<file path="src/core/hcsp_cfg.svh">
// Constants of the host configuration serial port
`ifndef HCSP_CFG_SVH
`define HCSP_CFG_SVH

`define HCSP_WORD_W 16
`define HCSP_ADDR_W 11
`define HCSP_SPI_RD_BIT 15
`define HCSP_SPI_FIX_HI 14
`define HCSP_SPI_FIX_LO 11
`define HCSP_SPI_FIXED 4'h1
`define HCSP_SPI_LAST 4'hf
`define HCSP_I2C_ADDR 7'h28
`define HCSP_I2C_BLK_BIT 7
`define HCSP_I2C_ZERO 3'h0
`define HCSP_I2C_LAST 4'h7
`define HCSP_I2C_BITS 4'h8
`define HCSP_STRAP_WAIT 2'h3
`define HCSP_BE_BOTH 2'h3
`define HCSP_BE_HIGH 2'h2
`define HCSP_BE_LOW 2'h1

`endif

</file>
<file path="src/core/hcsp_pkg.sv">
// Types of the host configuration serial port
`include "hcsp_cfg.svh"

package hcsp_pkg;

    typedef enum logic [1:0] {HCSP_PINS, HCSP_SPI, HCSP_I2C} hcsp_mode_e;
    typedef enum logic [2:0] {S_IDLE, S_HDR, S_LOAD, S_DATA, S_INC, S_SKIP} hcsp_spi_e;
    typedef enum logic [2:0] {I_IDLE, I_RX, I_ACK, I_TX, I_TXACK, I_TXLD, I_WAIT} hcsp_i2c_e;

    typedef struct packed {
        hcsp_mode_e mode;
        logic [1:0] strap_cnt;
        logic strap_done;
        hcsp_spi_e sst;
        logic [3:0] scnt;
        logic [`HCSP_WORD_W-1:0] sin;
        logic [`HCSP_WORD_W-1:0] sout;
        logic srd;
        logic spi_out;
        logic spi_oe;
        hcsp_i2c_e ist;
        logic [3:0] ibc;
        logic [7:0] ish;
        logic [1:0] iph;
        logic irw;
        logic iblk;
        logic ibsel;
        logic iack;
        logic [7:0] itx;
        logic sda_oe;
        logic [`HCSP_ADDR_W-1:0] addr;
        logic [`HCSP_WORD_W-1:0] wdata;
        logic we;
        logic [1:0] be;
    } hcsp_state_s;

endpackage

</file>
<file path="src/core/hcsp_port.sv">
// Host configuration serial port, SPI slave, I2C slave or pin mode chosen by strap
`timescale 1ns/100ps
`default_nettype none
`include "hcsp_cfg.svh"

module hcsp_port (
    input wire logic i_core_clk,
    input wire logic i_rstn,
    input wire logic i_mode_strap,
    input wire logic i_mode_strap_open,
    input wire logic i_host_clk,
    input wire logic i_spi_select_n,
    input wire logic i_sda_mosi,
    output logic o_sda_out,
    output logic o_sda_oe,
    output logic o_spi_serial_out,
    output logic o_spi_serial_out_oe,
    output logic [1:0] o_host_mode,
    output logic [`HCSP_ADDR_W-1:0] o_reg_addr,
    output logic [`HCSP_WORD_W-1:0] o_reg_wdata,
    output logic [1:0] o_reg_be,
    output logic o_reg_we,
    input wire logic [`HCSP_WORD_W-1:0] i_reg_rdata
);
    hcsp_pkg::hcsp_state_s r;
    hcsp_pkg::hcsp_state_s nxt;
    logic [4:0] lvl;
    logic [4:0] rise;
    logic [4:0] fall;
    logic clk_lvl;
    logic clk_rise;
    logic clk_fall;
    logic sel_lvl;
    logic sda_lvl;
    logic i2c_start;
    logic i2c_stop;
    logic [`HCSP_WORD_W-1:0] hdr;
    logic [7:0] ibyte;
    logic [7:0] tx_byte;

    // Next byte position: block walks high then low then next register
    function automatic logic [`HCSP_ADDR_W:0] adv(input logic [`HCSP_ADDR_W-1:0] a, input logic bsel,
                                                 input logic blk);
        if (!blk) begin
            adv = {a, bsel};
        end else if (bsel) begin
            adv = {a + 11'h1, 1'b0};
        end else begin
            adv = {a, 1'b1};
        end
    endfunction

    // Selected byte of a register, high byte first
    function automatic logic [7:0] byte_of(input logic [`HCSP_WORD_W-1:0] d, input logic bsel);
        byte_of = bsel ? d[7:0] : d[15:8];
    endfunction

    hcsp_sync #(.W(5)) u_sync (
        .i_core_clk(i_core_clk),
        .i_rstn(i_rstn),
        .i_pin({i_mode_strap_open, i_mode_strap, i_sda_mosi, i_spi_select_n, i_host_clk}),
        .o_level(lvl),
        .o_rise(rise),
        .o_fall(fall)
    );

    // Synchronised pin views and decoded frame symbols
    assign clk_lvl = lvl[0];
    assign clk_rise = rise[0];
    assign clk_fall = fall[0];
    assign sel_lvl = lvl[1];
    assign sda_lvl = lvl[2];
    assign i2c_start = fall[2] && clk_lvl && !clk_rise && !r.sda_oe;
    assign i2c_stop = rise[2] && clk_lvl && !clk_rise && !r.sda_oe;
    assign hdr = {r.sin[14:0], sda_lvl};
    assign ibyte = {r.ish[6:0], sda_lvl};
    assign tx_byte = byte_of(i_reg_rdata, r.ibsel); // Byte due next on a read

    ////////////////////////////////////////////////////////////////////////
    // Next-state logic
    always_comb begin
        nxt = r;
        nxt.we = 1'b0;
        // Strap caught once, a few cycles after reset release
        if (!r.strap_done) begin
            nxt.strap_cnt = r.strap_cnt + 2'h1;
            if (r.strap_cnt == `HCSP_STRAP_WAIT) begin
                nxt.strap_done = 1'b1;
                nxt.mode = lvl[4] ? hcsp_pkg::HCSP_PINS : (lvl[3] ? hcsp_pkg::HCSP_I2C : hcsp_pkg::HCSP_SPI);
            end
        end
        // SPI slave
        if (r.mode != hcsp_pkg::HCSP_SPI || sel_lvl) begin
            nxt.sst = hcsp_pkg::S_IDLE;
            nxt.spi_oe = 1'b0;
        end else begin
            case (r.sst)
                hcsp_pkg::S_IDLE: begin
                    nxt.sst = hcsp_pkg::S_HDR;
                    nxt.scnt = 4'h0;
                end
                hcsp_pkg::S_HDR: begin
                    if (clk_rise) begin
                        nxt.sin = hdr;
                        nxt.scnt = r.scnt + 4'h1;
                        if (r.scnt == `HCSP_SPI_LAST) begin
                            nxt.srd = hdr[`HCSP_SPI_RD_BIT];
                            nxt.addr = hdr[`HCSP_ADDR_W-1:0];
                            if (hdr[`HCSP_SPI_FIX_HI:`HCSP_SPI_FIX_LO] != `HCSP_SPI_FIXED) begin
                                nxt.sst = hcsp_pkg::S_SKIP;
                            end else begin
                                nxt.sst = hdr[`HCSP_SPI_RD_BIT] ? hcsp_pkg::S_LOAD : hcsp_pkg::S_DATA;
                            end
                        end
                    end
                end
                hcsp_pkg::S_LOAD: begin
                    nxt.sout = i_reg_rdata;
                    nxt.spi_out = i_reg_rdata[`HCSP_WORD_W-1];
                    nxt.spi_oe = 1'b1;
                    nxt.sst = hcsp_pkg::S_DATA;
                end
                hcsp_pkg::S_DATA: begin
                    if (clk_rise) begin
                        nxt.sin = hdr;
                        nxt.scnt = r.scnt + 4'h1;
                        nxt.sout = {r.sout[14:0], 1'b0};
                        nxt.spi_out = r.sout[14];
                        if (r.scnt == `HCSP_SPI_LAST) begin
                            nxt.sst = hcsp_pkg::S_INC;
                            if (!r.srd) begin
                                nxt.we = 1'b1;
                                nxt.wdata = hdr;
                                nxt.be = `HCSP_BE_BOTH;
                            end
                        end
                    end
                end
                hcsp_pkg::S_INC: begin
                    nxt.addr = r.addr + 11'h1;
                    nxt.sst = r.srd ? hcsp_pkg::S_LOAD : hcsp_pkg::S_DATA;
                end
                hcsp_pkg::S_SKIP: begin
                    nxt.sst = hcsp_pkg::S_SKIP;
                end
                default: begin
                    nxt.sst = hcsp_pkg::S_IDLE;
                end
            endcase
        end
        // I2C slave
        if (r.mode != hcsp_pkg::HCSP_I2C || i2c_stop) begin
            nxt.ist = hcsp_pkg::I_IDLE;
            nxt.sda_oe = 1'b0;
        end else if (i2c_start) begin
            nxt.ist = hcsp_pkg::I_RX;
            nxt.iph = 2'h0;
            nxt.ibc = 4'h0;
            nxt.sda_oe = 1'b0;
        end else begin
            case (r.ist)
                hcsp_pkg::I_RX: begin
                    if (clk_rise) begin
                        nxt.ish = ibyte;
                        nxt.ibc = r.ibc + 4'h1;
                        if (r.ibc == `HCSP_I2C_LAST) begin
                            nxt.ist = hcsp_pkg::I_WAIT;
                            nxt.iack = 1'b0;
                            case (r.iph)
                                2'h0: begin
                                    if (ibyte[7:1] == `HCSP_I2C_ADDR && !sel_lvl) begin
                                        nxt.ist = hcsp_pkg::I_ACK;
                                        nxt.irw = ibyte[0];
                                    end
                                end
                                2'h1: begin
                                    if (ibyte[6:4] == `HCSP_I2C_ZERO) begin
                                        nxt.ist = hcsp_pkg::I_ACK;
                                        nxt.iblk = ibyte[`HCSP_I2C_BLK_BIT];
                                        nxt.addr = {7'h0, ibyte[3:0]};
                                        nxt.ibsel = 1'b0;
                                    end
                                end
                                default: begin
                                    nxt.ist = hcsp_pkg::I_ACK;
                                    nxt.we = 1'b1;
                                    nxt.wdata = {ibyte, ibyte};
                                    nxt.be = r.ibsel ? `HCSP_BE_LOW : `HCSP_BE_HIGH;
                                end
                            endcase
                        end
                    end
                end
                hcsp_pkg::I_ACK: begin
                    if (clk_fall && !r.iack) begin
                        nxt.iack = 1'b1;
                        nxt.sda_oe = 1'b1;
                    end else if (clk_fall) begin
                        nxt.iack = 1'b0;
                        nxt.sda_oe = 1'b0;
                        nxt.ibc = 4'h0;
                        nxt.ist = hcsp_pkg::I_RX;
                        nxt.iph = (r.iph == 2'h0 && !r.irw) ? 2'h1 : 2'h2;
                        if (r.iph == 2'h2) begin
                            {nxt.addr, nxt.ibsel} = adv(r.addr, r.ibsel, r.iblk);
                        end
                        if (r.irw) begin
                            nxt.itx = tx_byte;
                            nxt.sda_oe = ~tx_byte[7];
                            nxt.ist = hcsp_pkg::I_TX;
                        end
                    end
                end
                hcsp_pkg::I_TX: begin
                    if (clk_rise) begin
                        nxt.ibc = r.ibc + 4'h1;
                    end else if (clk_fall && r.ibc == `HCSP_I2C_BITS) begin
                        nxt.sda_oe = 1'b0;
                        nxt.ist = hcsp_pkg::I_TXACK;
                    end else if (clk_fall) begin
                        nxt.itx = {r.itx[6:0], 1'b0};
                        nxt.sda_oe = ~r.itx[6];
                    end
                end
                hcsp_pkg::I_TXACK: begin
                    if (clk_rise && sda_lvl) begin
                        nxt.ist = hcsp_pkg::I_WAIT;
                    end else if (clk_rise) begin
                        {nxt.addr, nxt.ibsel} = adv(r.addr, r.ibsel, r.iblk);
                        nxt.ist = hcsp_pkg::I_TXLD;
                    end
                end
                hcsp_pkg::I_TXLD: begin
                    if (clk_fall) begin
                        nxt.itx = tx_byte;
                        nxt.sda_oe = ~tx_byte[7];
                        nxt.ibc = 4'h0;
                        nxt.ist = hcsp_pkg::I_TX;
                    end
                end
                hcsp_pkg::I_IDLE, hcsp_pkg::I_WAIT: begin
                    nxt.sda_oe = 1'b0;
                end
                default: begin
                    nxt.ist = hcsp_pkg::I_IDLE;
                end
            endcase
        end
    end

    ////////////////////////////////////////////////////////////////////////
    // State register
    always_ff @(posedge i_core_clk or negedge i_rstn) begin
        if (!i_rstn) begin
            r <= '0;
        end else begin
            r <= nxt;
        end
    end

    // Outputs from flip-flops, except the SDA data output, which is tied low
    assign o_sda_out = 1'b0;
    assign o_sda_oe = r.sda_oe;
    assign o_spi_serial_out = r.spi_out;
    assign o_spi_serial_out_oe = r.spi_oe;
    assign o_host_mode = r.mode;
    assign o_reg_addr = r.addr;
    assign o_reg_wdata = r.wdata;
    assign o_reg_be = r.be;
    assign o_reg_we = r.we;
endmodule

`default_nettype wire

</file>
<file path="src/core/hcsp_sync.sv">
// Three-stage pin synchroniser with level and edge outputs
`timescale 1ns/100ps
`default_nettype none

module hcsp_sync #(
    parameter int W = 1
) (
    input wire logic i_core_clk,
    input wire logic i_rstn,
    input wire logic [W-1:0] i_pin,
    output logic [W-1:0] o_level,
    output logic [W-1:0] o_rise,
    output logic [W-1:0] o_fall
);
    typedef struct packed {
        logic [W-1:0] s1;
        logic [W-1:0] s2;
        logic [W-1:0] s3;
        logic [W-1:0] lvl;
        logic [W-1:0] rise;
        logic [W-1:0] fall;
    } hcsp_sync_s;

    hcsp_sync_s r;
    hcsp_sync_s nxt;

    // Accept a change once stages two and three agree
    always_comb begin
        nxt = r;
        nxt.s1 = i_pin;
        nxt.s2 = r.s1;
        nxt.s3 = r.s2;
        // Compare the values being loaded into stages two and three, so a strap
        // read four edges after reset already sees the real pin level
        for (int i = 0; i < W; i++) begin
            nxt.lvl[i] = (nxt.s2[i] == nxt.s3[i]) ? nxt.s3[i] : r.lvl[i];
        end
        nxt.rise = nxt.lvl & ~r.lvl;
        nxt.fall = ~nxt.lvl & r.lvl;
    end

    // State register, idle lines read high
    always_ff @(posedge i_core_clk or negedge i_rstn) begin
        if (!i_rstn) begin
            r <= '{s1: '1, s2: '1, s3: '1, lvl: '1, rise: '0, fall: '0};
        end else begin
            r <= nxt;
        end
    end

    assign o_level = r.lvl;
    assign o_rise = r.rise;
    assign o_fall = r.fall;
endmodule

`default_nettype wire

</file>
<file path="config.mk">
export PLATFORM = sky130hd
export DESIGN_NAME = hcsp_port
export DESIGN_NICKNAME = d
export VERILOG_FILES = /design/src/core/hcsp_pkg.sv /design/src/core/hcsp_port.sv /design/src/core/hcsp_sync.sv
export VERILOG_INCLUDE_DIRS = /design/src /design/src/core
export SDC_FILE = /design/constraint.sdc
export NUM_CORES = 1
export LEC_CHECK = 0
export ABC_AREA = 1
export BUFFER_PORTS_ARGS = -buffer_cell sky130_fd_sc_hd__buf_2
export CAP_MARGIN = 20
export CORE_ASPECT_RATIO = 0.75
export CORE_UTILIZATION = 45
export DETAILED_ROUTE_END_ITERATION = 8
export PLACE_DENSITY = 0.65
export SLEW_MARGIN = 20
export SYNTH_ARGS = -nofsm -noshare
export SYNTH_HDL_FRONTEND = slang
export SYNTH_SLANG_ARGS = --single-unit
</file>
<file path="constraint.sdc">
create_clock -name i_core_clk -period 1.57 [get_ports i_core_clk]
set_input_delay 0.314 -clock i_core_clk [delete_from_list [all_inputs] [get_ports i_core_clk]]
set_output_delay 0.314 -clock i_core_clk [all_outputs]
set_load 0.01 [all_outputs]
</file>
# ---- Word-level counts from Yosys, hierarchy flattened
# Index checks and enable logic that the tools add are counted.
dict set report classes {
  div_mod_pow 0
  eq_ne 64
  n_reduce_logical 51
  multipliers 0
  bitwise_logic 10
  muxes 97
  magnitude_cmp 0
  shift 0
  addsub 4
}
# op n
set ops {}
lappend ops {{$mux 30} 5}
lappend ops {{$mux 19} 6}
lappend ops {{$mux 11} 8}
lappend ops {{$pmux 15 s2} 2}
lappend ops {{$mux 7} 6}
lappend ops {{$mux 39} 1}
lappend ops {{$mux 3} 12}
lappend ops {{$pmux 3 s6} 2}
lappend ops {{$pmux 11 s3} 1}
lappend ops {{$mux 8} 4}
lappend ops {{$mux 12} 2}
lappend ops {{$reduce_and 4->1} 6}
lappend ops {{$mux 1} 23}
lappend ops {{$mux 23} 1}
lappend ops {{$mux 2} 11}
lappend ops {{$mux 22} 1}
lappend ops {{$pmux 11 s2} 1}
lappend ops {{$ne 3x2->1 const B} 7}
lappend ops {{$pmux 7 s3} 1}
lappend ops {{$reduce_and 7->1} 3}
lappend ops {{$ne 2x2->1 const B} 10}
lappend ops {{$ne 2x1->1 const B} 9}
lappend ops {{$ne 4x4->1 const B} 4}
lappend ops {{$pmux 4 s4} 1}
lappend ops {{other kinds (44)} 99}
dict set report word_totals {
  reg_bits 125
  rom_bits 0
  memories 0
  input_bits 23
  ramBits 0
  latchBits 0
}

# ---- Logic depth before layout (Yosys ltp)
dict set report logic_depth {
  word_depth 12
  depth_mapped 11
}

# ---- Modules after synthesis
# A second synthesis with hierarchy kept.
dict set report hier_totals {
  hier_cells 908
  area_unflattened_um2 6995.5
}
# mod area_each_um2 instances cells_per_inst
set modules_own_cells {}
lappend modules_own_cells {hcsp_port 6187.2 1 845}
lappend modules_own_cells {hcsp_sync 808.3 1 63}

# ---- Worst setup path before layout
# No wires, ideal clock.
dict set report synth_path {
  path_type {register to register}
  start {register r[95] (netlist name)}
  end {register r, in the netlist o_reg_wdata[8]}
  n_path_buf 1
  path_slack_ns 0.047
  setup_time_ns 0.130
  period_less_slack_ns 1.523
  arrival_ns 1.393
  stages_incl_launch_ff 10
  cell_sequence {dfrtp_1 -> ha_1 -> nand2_1 -> nor2_2 -> nand3_1 -> buf_2 -> inv_1 -> nand2_1 -> o211ai_1 -> o21ai_0}
}
# element line
set synth_rtl {}
lappend synth_rtl {{start: declaration} hcsp_port.sv:25} ;# hcsp_pkg::hcsp_state_s r;
lappend synth_rtl {{start signal: assignment} hcsp_port.sv:257} ;# r <= nxt;

==> key figures <==
Logic synthesis
  • Number of distinct library cells after synthesis: 46
  • Ys Warns: 0
  • Mux cell area share after synthesis: less than 1%
  • Seq/Total Area, Yosys: 45.56%
  • Post-synthesis xor/xnor area fraction: 1.169%
  • Synth Cell Area: about 6700 sq um
  • Synth Area in Adders: 1.373%
  • Flops & latches, synth: 122
  • Post-synth net total: 896
  • Post-synth ARST share: 100.0%
  • Avg Inst Size Synth: 7.767 sq um
  • Top_reg_cell synth: dfrtp_1
  • EDFF count, synth: 0
  • Synthesized instance count: 868
  • Synth Area in Compound Gates: 14.38%
  • Largest family of logic cells by synthesized area: simple AND/OR/NAND/NOR gates
  • Post-Synth Simple-Gate Area: 25.87%

Setup path
  • Required @ worst endpoint: 1.92 ns
  • Worst Path Max Fanout: 8
  • Critical path launch point type: flop
  • Crit path kind: flop to flop
  • Critical Path AT: around 2.1 ns
  • Worst Setup End Kind: flop

Timing
  • Fmax: 578.8 MHz
  • Worst setup margin: -0.1578 ns
  • Clock skew: 0.006727 ns
  • Setup TNS: -3.896 ns
  • Hold Vio Cnt, Final: 0
  • Fin crit share: 110.1%
  • Fin. max-slew vios: 0
  • Hold WS: about 0.17 ns
  • Tmin final: 1.728 ns
  • Final setup fails: 63
  • RSZ-0062 raised after global routing: true

Drt
  • Top layer used by detailed routing: met4
  • DR WL met3: 1629 microns
  • Drt pass-1 iters: 6
  • DRT met1 WL: between 9000 and 10000 microns
  • Routed WL per cell: 16.86 microns
  • Vias: between 6k and 7k
  • Via density: 5.376
  • Final ANT Viol Nets: 0
  • Metal2 WL: ~9700 microns
  • DRT iter0 DRCs: 624
  • Total wire length: around 21000 microns
  • DRC: 0

Cells and area
  • Fill count: around 1.1k
  • Share of cells above drive strength 1: 42.68%
  • Register area: roughly 3000 sq um
  • Commonest cells after routing, fill and taps aside: 184 x nand2_1, 103 x buf_4, 99 x dfrtp_1
  • Multi-input gate area: roughly 3700 sq um
  • Commonest non-fill, non-tap cell in the layout: nand2_1
  • Diodes inserted: 0
  • Area grow syn2layout: 45.64%
  • Design area: ~9800 sq um
  • Fin nets: 1060

Global routing
  • Initial antenna violation count: 0
  • Vias in the first global route: 5960
  • Global-route wire length before repair: 30500 microns
  • Grt ovf: 0
  • Total GRT Usage: 26.08%
  • Largest net degree at the start of global routing: 32

Floorplanning
  • Die X: roughly 140 microns
  • Die Area: 15480 sq um
  • # IOs: 59
  • Core area: 14550 sq um
  • Die Y: 108 microns
  • Row count: 38
  • Starting Density: 46.34%

Placed design
  • Port bufs: 57
  • Worst slack, placed: -0.1764 ns
  • Post-Place Cell Area: 7722 sq um
  • Dpl hpwl: 13030 microns
  • RD Place Congestion: 0.9314

Clock network
  • Number of buffers created by CTS: 17
  • TritonCTS clock tree: built
  • Worst skew pair latency: 0.43 ns
  • CTS clk-pin slew, worst paths: roughly 0.060 ns
  • Max clock buf depth: 2
  • CTS root buf: clkbuf_16
  • H-tree levels: 4
  • CTS sink count: 122

Hold path
  • Class of the worst hold path: primary input to flop

Power
  • Leakage power: 4.618 nW
  • Pwr dens: 890.7 nW/um^2
  • Total chip power: 0.008745 W
  • Max IR drop VDD: 0.0006533 V

Job
  • MaxCap Viol Count: 0

Run status
  • Status: complete, but fails checks
  • Violated checks: setup timing
==> worst paths after layout <==
path	startpoint	endpoint	slack, ns	cells past startpoint
worst max-delay path	r[96]	o_reg_wdata[13]	-0.16	9
worst min-delay path	i_reg_rdata[10]	r[73]	0.17	3
worst max register to register	r[96]	o_reg_wdata[13]	-0.16	9
worst min register to register	u_sync.nxt[24]	u_sync.nxt[19]	0.37	0
max in group asynchronous	i_rstn	u_sync.o_level[2]	0.63	3
min in group asynchronous	i_rstn	r[102]	0.37	2
==> critical path, stage by stage, from the launching register on <==
cell	delay, ns
dfrtp_1	0.40
ha_4	0.17
nand2_4	0.05
nor2_4	0.20
buf_6	0.14
nand3_4	0.15
buf_12	0.20
nor2_2	0.10
a21oi_2	0.04
a21oi_1	0.18
==> cell usage after synthesis (4+ instances only) <==
| library cell | instances | area (sq um) |
|---|---|---|
| nor2_1 | 69 | 259.0 |
| inv_2 | 5 | 18.77 |
| o21ai_1 | 4 | 20.02 |
| o21ai_2 | 8 | 70.07 |
| a22oi_1 | 6 | 45.04 |
| nor3_1 | 5 | 25.02 |
| nand3_2 | 4 | 40.04 |
| nand2_1 | 235 | 882.1 |
| o211ai_1 | 17 | 127.6 |
| buf_4 | 35 | 262.8 |
| buf_2 | 12 | 60.06 |
| o21ai_0 | 70 | 350.3 |
| ha_1 | 5 | 62.56 |
| xor2_1 | 8 | 70.07 |
| nor2_2 | 9 | 56.30 |
| o22ai_1 | 4 | 25.02 |
| dfstp_2 | 15 | 394.1 |
| nand2_2 | 5 | 31.28 |
| inv_1 | 91 | 341.6 |
| a21oi_1 | 46 | 230.2 |
| nand4_1 | 7 | 43.79 |
| clkbuf_1 | 6 | 22.52 |
| buf_6 | 4 | 45.04 |
| dfrtp_1 | 107 | 2678 |
| nand3_1 | 59 | 295.3 |
==> area by class of cell <==
class | instances | area share, %
sequential | 122 | 31.39
multi-input combinational | 592 | 38.10
inverter | 97 | 4.053
timing repair buffer | 202 | 17.93
clock inverter | 13 | 1.466
clock buffer | 19 | 4.511
tap | 200 | 2.549
==> repair_timing <==
action	4_1_cts	5_1_grt
endpoints found under the setup margin	66	86
pin swaps	4	61
hold buffers	6	0
buffers inserted	6	30
hold endpoints to repair	19	0
gates resized for setup	44	236
gates cloned	2	8
==> state kept, by name (all words and copies together) (netlist names), 4 cells and up, named ones only <==
register	cells
r	46
u_sync.nxt	10
o_reg_addr	11
ibyte	7
u_sync.o_level	4
hdr	15
o_reg_wdata	16
==> power by group <==
group	internal [W]	switching [W]	total, W
Sequential	0.00334	0.000213	0.00356
Combinational	0.000507	0.000758	0.00127
Clock	0.00239	0.00154	0.00392
Total	0.00624	0.00251	0.00875
==> stage by stage <==
stage | util [%] | cells
final | 67.48 | 1245
after global routing | 67.48 | 1245
after CTS | 59.00 | 1208
after detailed placement | 53.08 | 1162
after global placement | 53.08 | 1162
after floorplan | - | 868
==> cells by family (layout without fill, tap and decap cells) <==
kind of cell	Yosys count	in the layout
compound gates	168	168
xor+xnor	9	9
fa+ha+maj	8	8
buf+inv	155	331
flops	122	122
mux	2	2
other cells	1	1
simple gates	403	404
==> routing by layer <==
metal | global-route usage [%] | vias to the layer above
li1 | - | 3147
met1 | 38.80 | 3245
met2 | 37.56 | 265
met3 | 6.510 | 36
met4 | 6.839 | 0
met5 | 0 | -
Power figures use the tool's default switching activity.
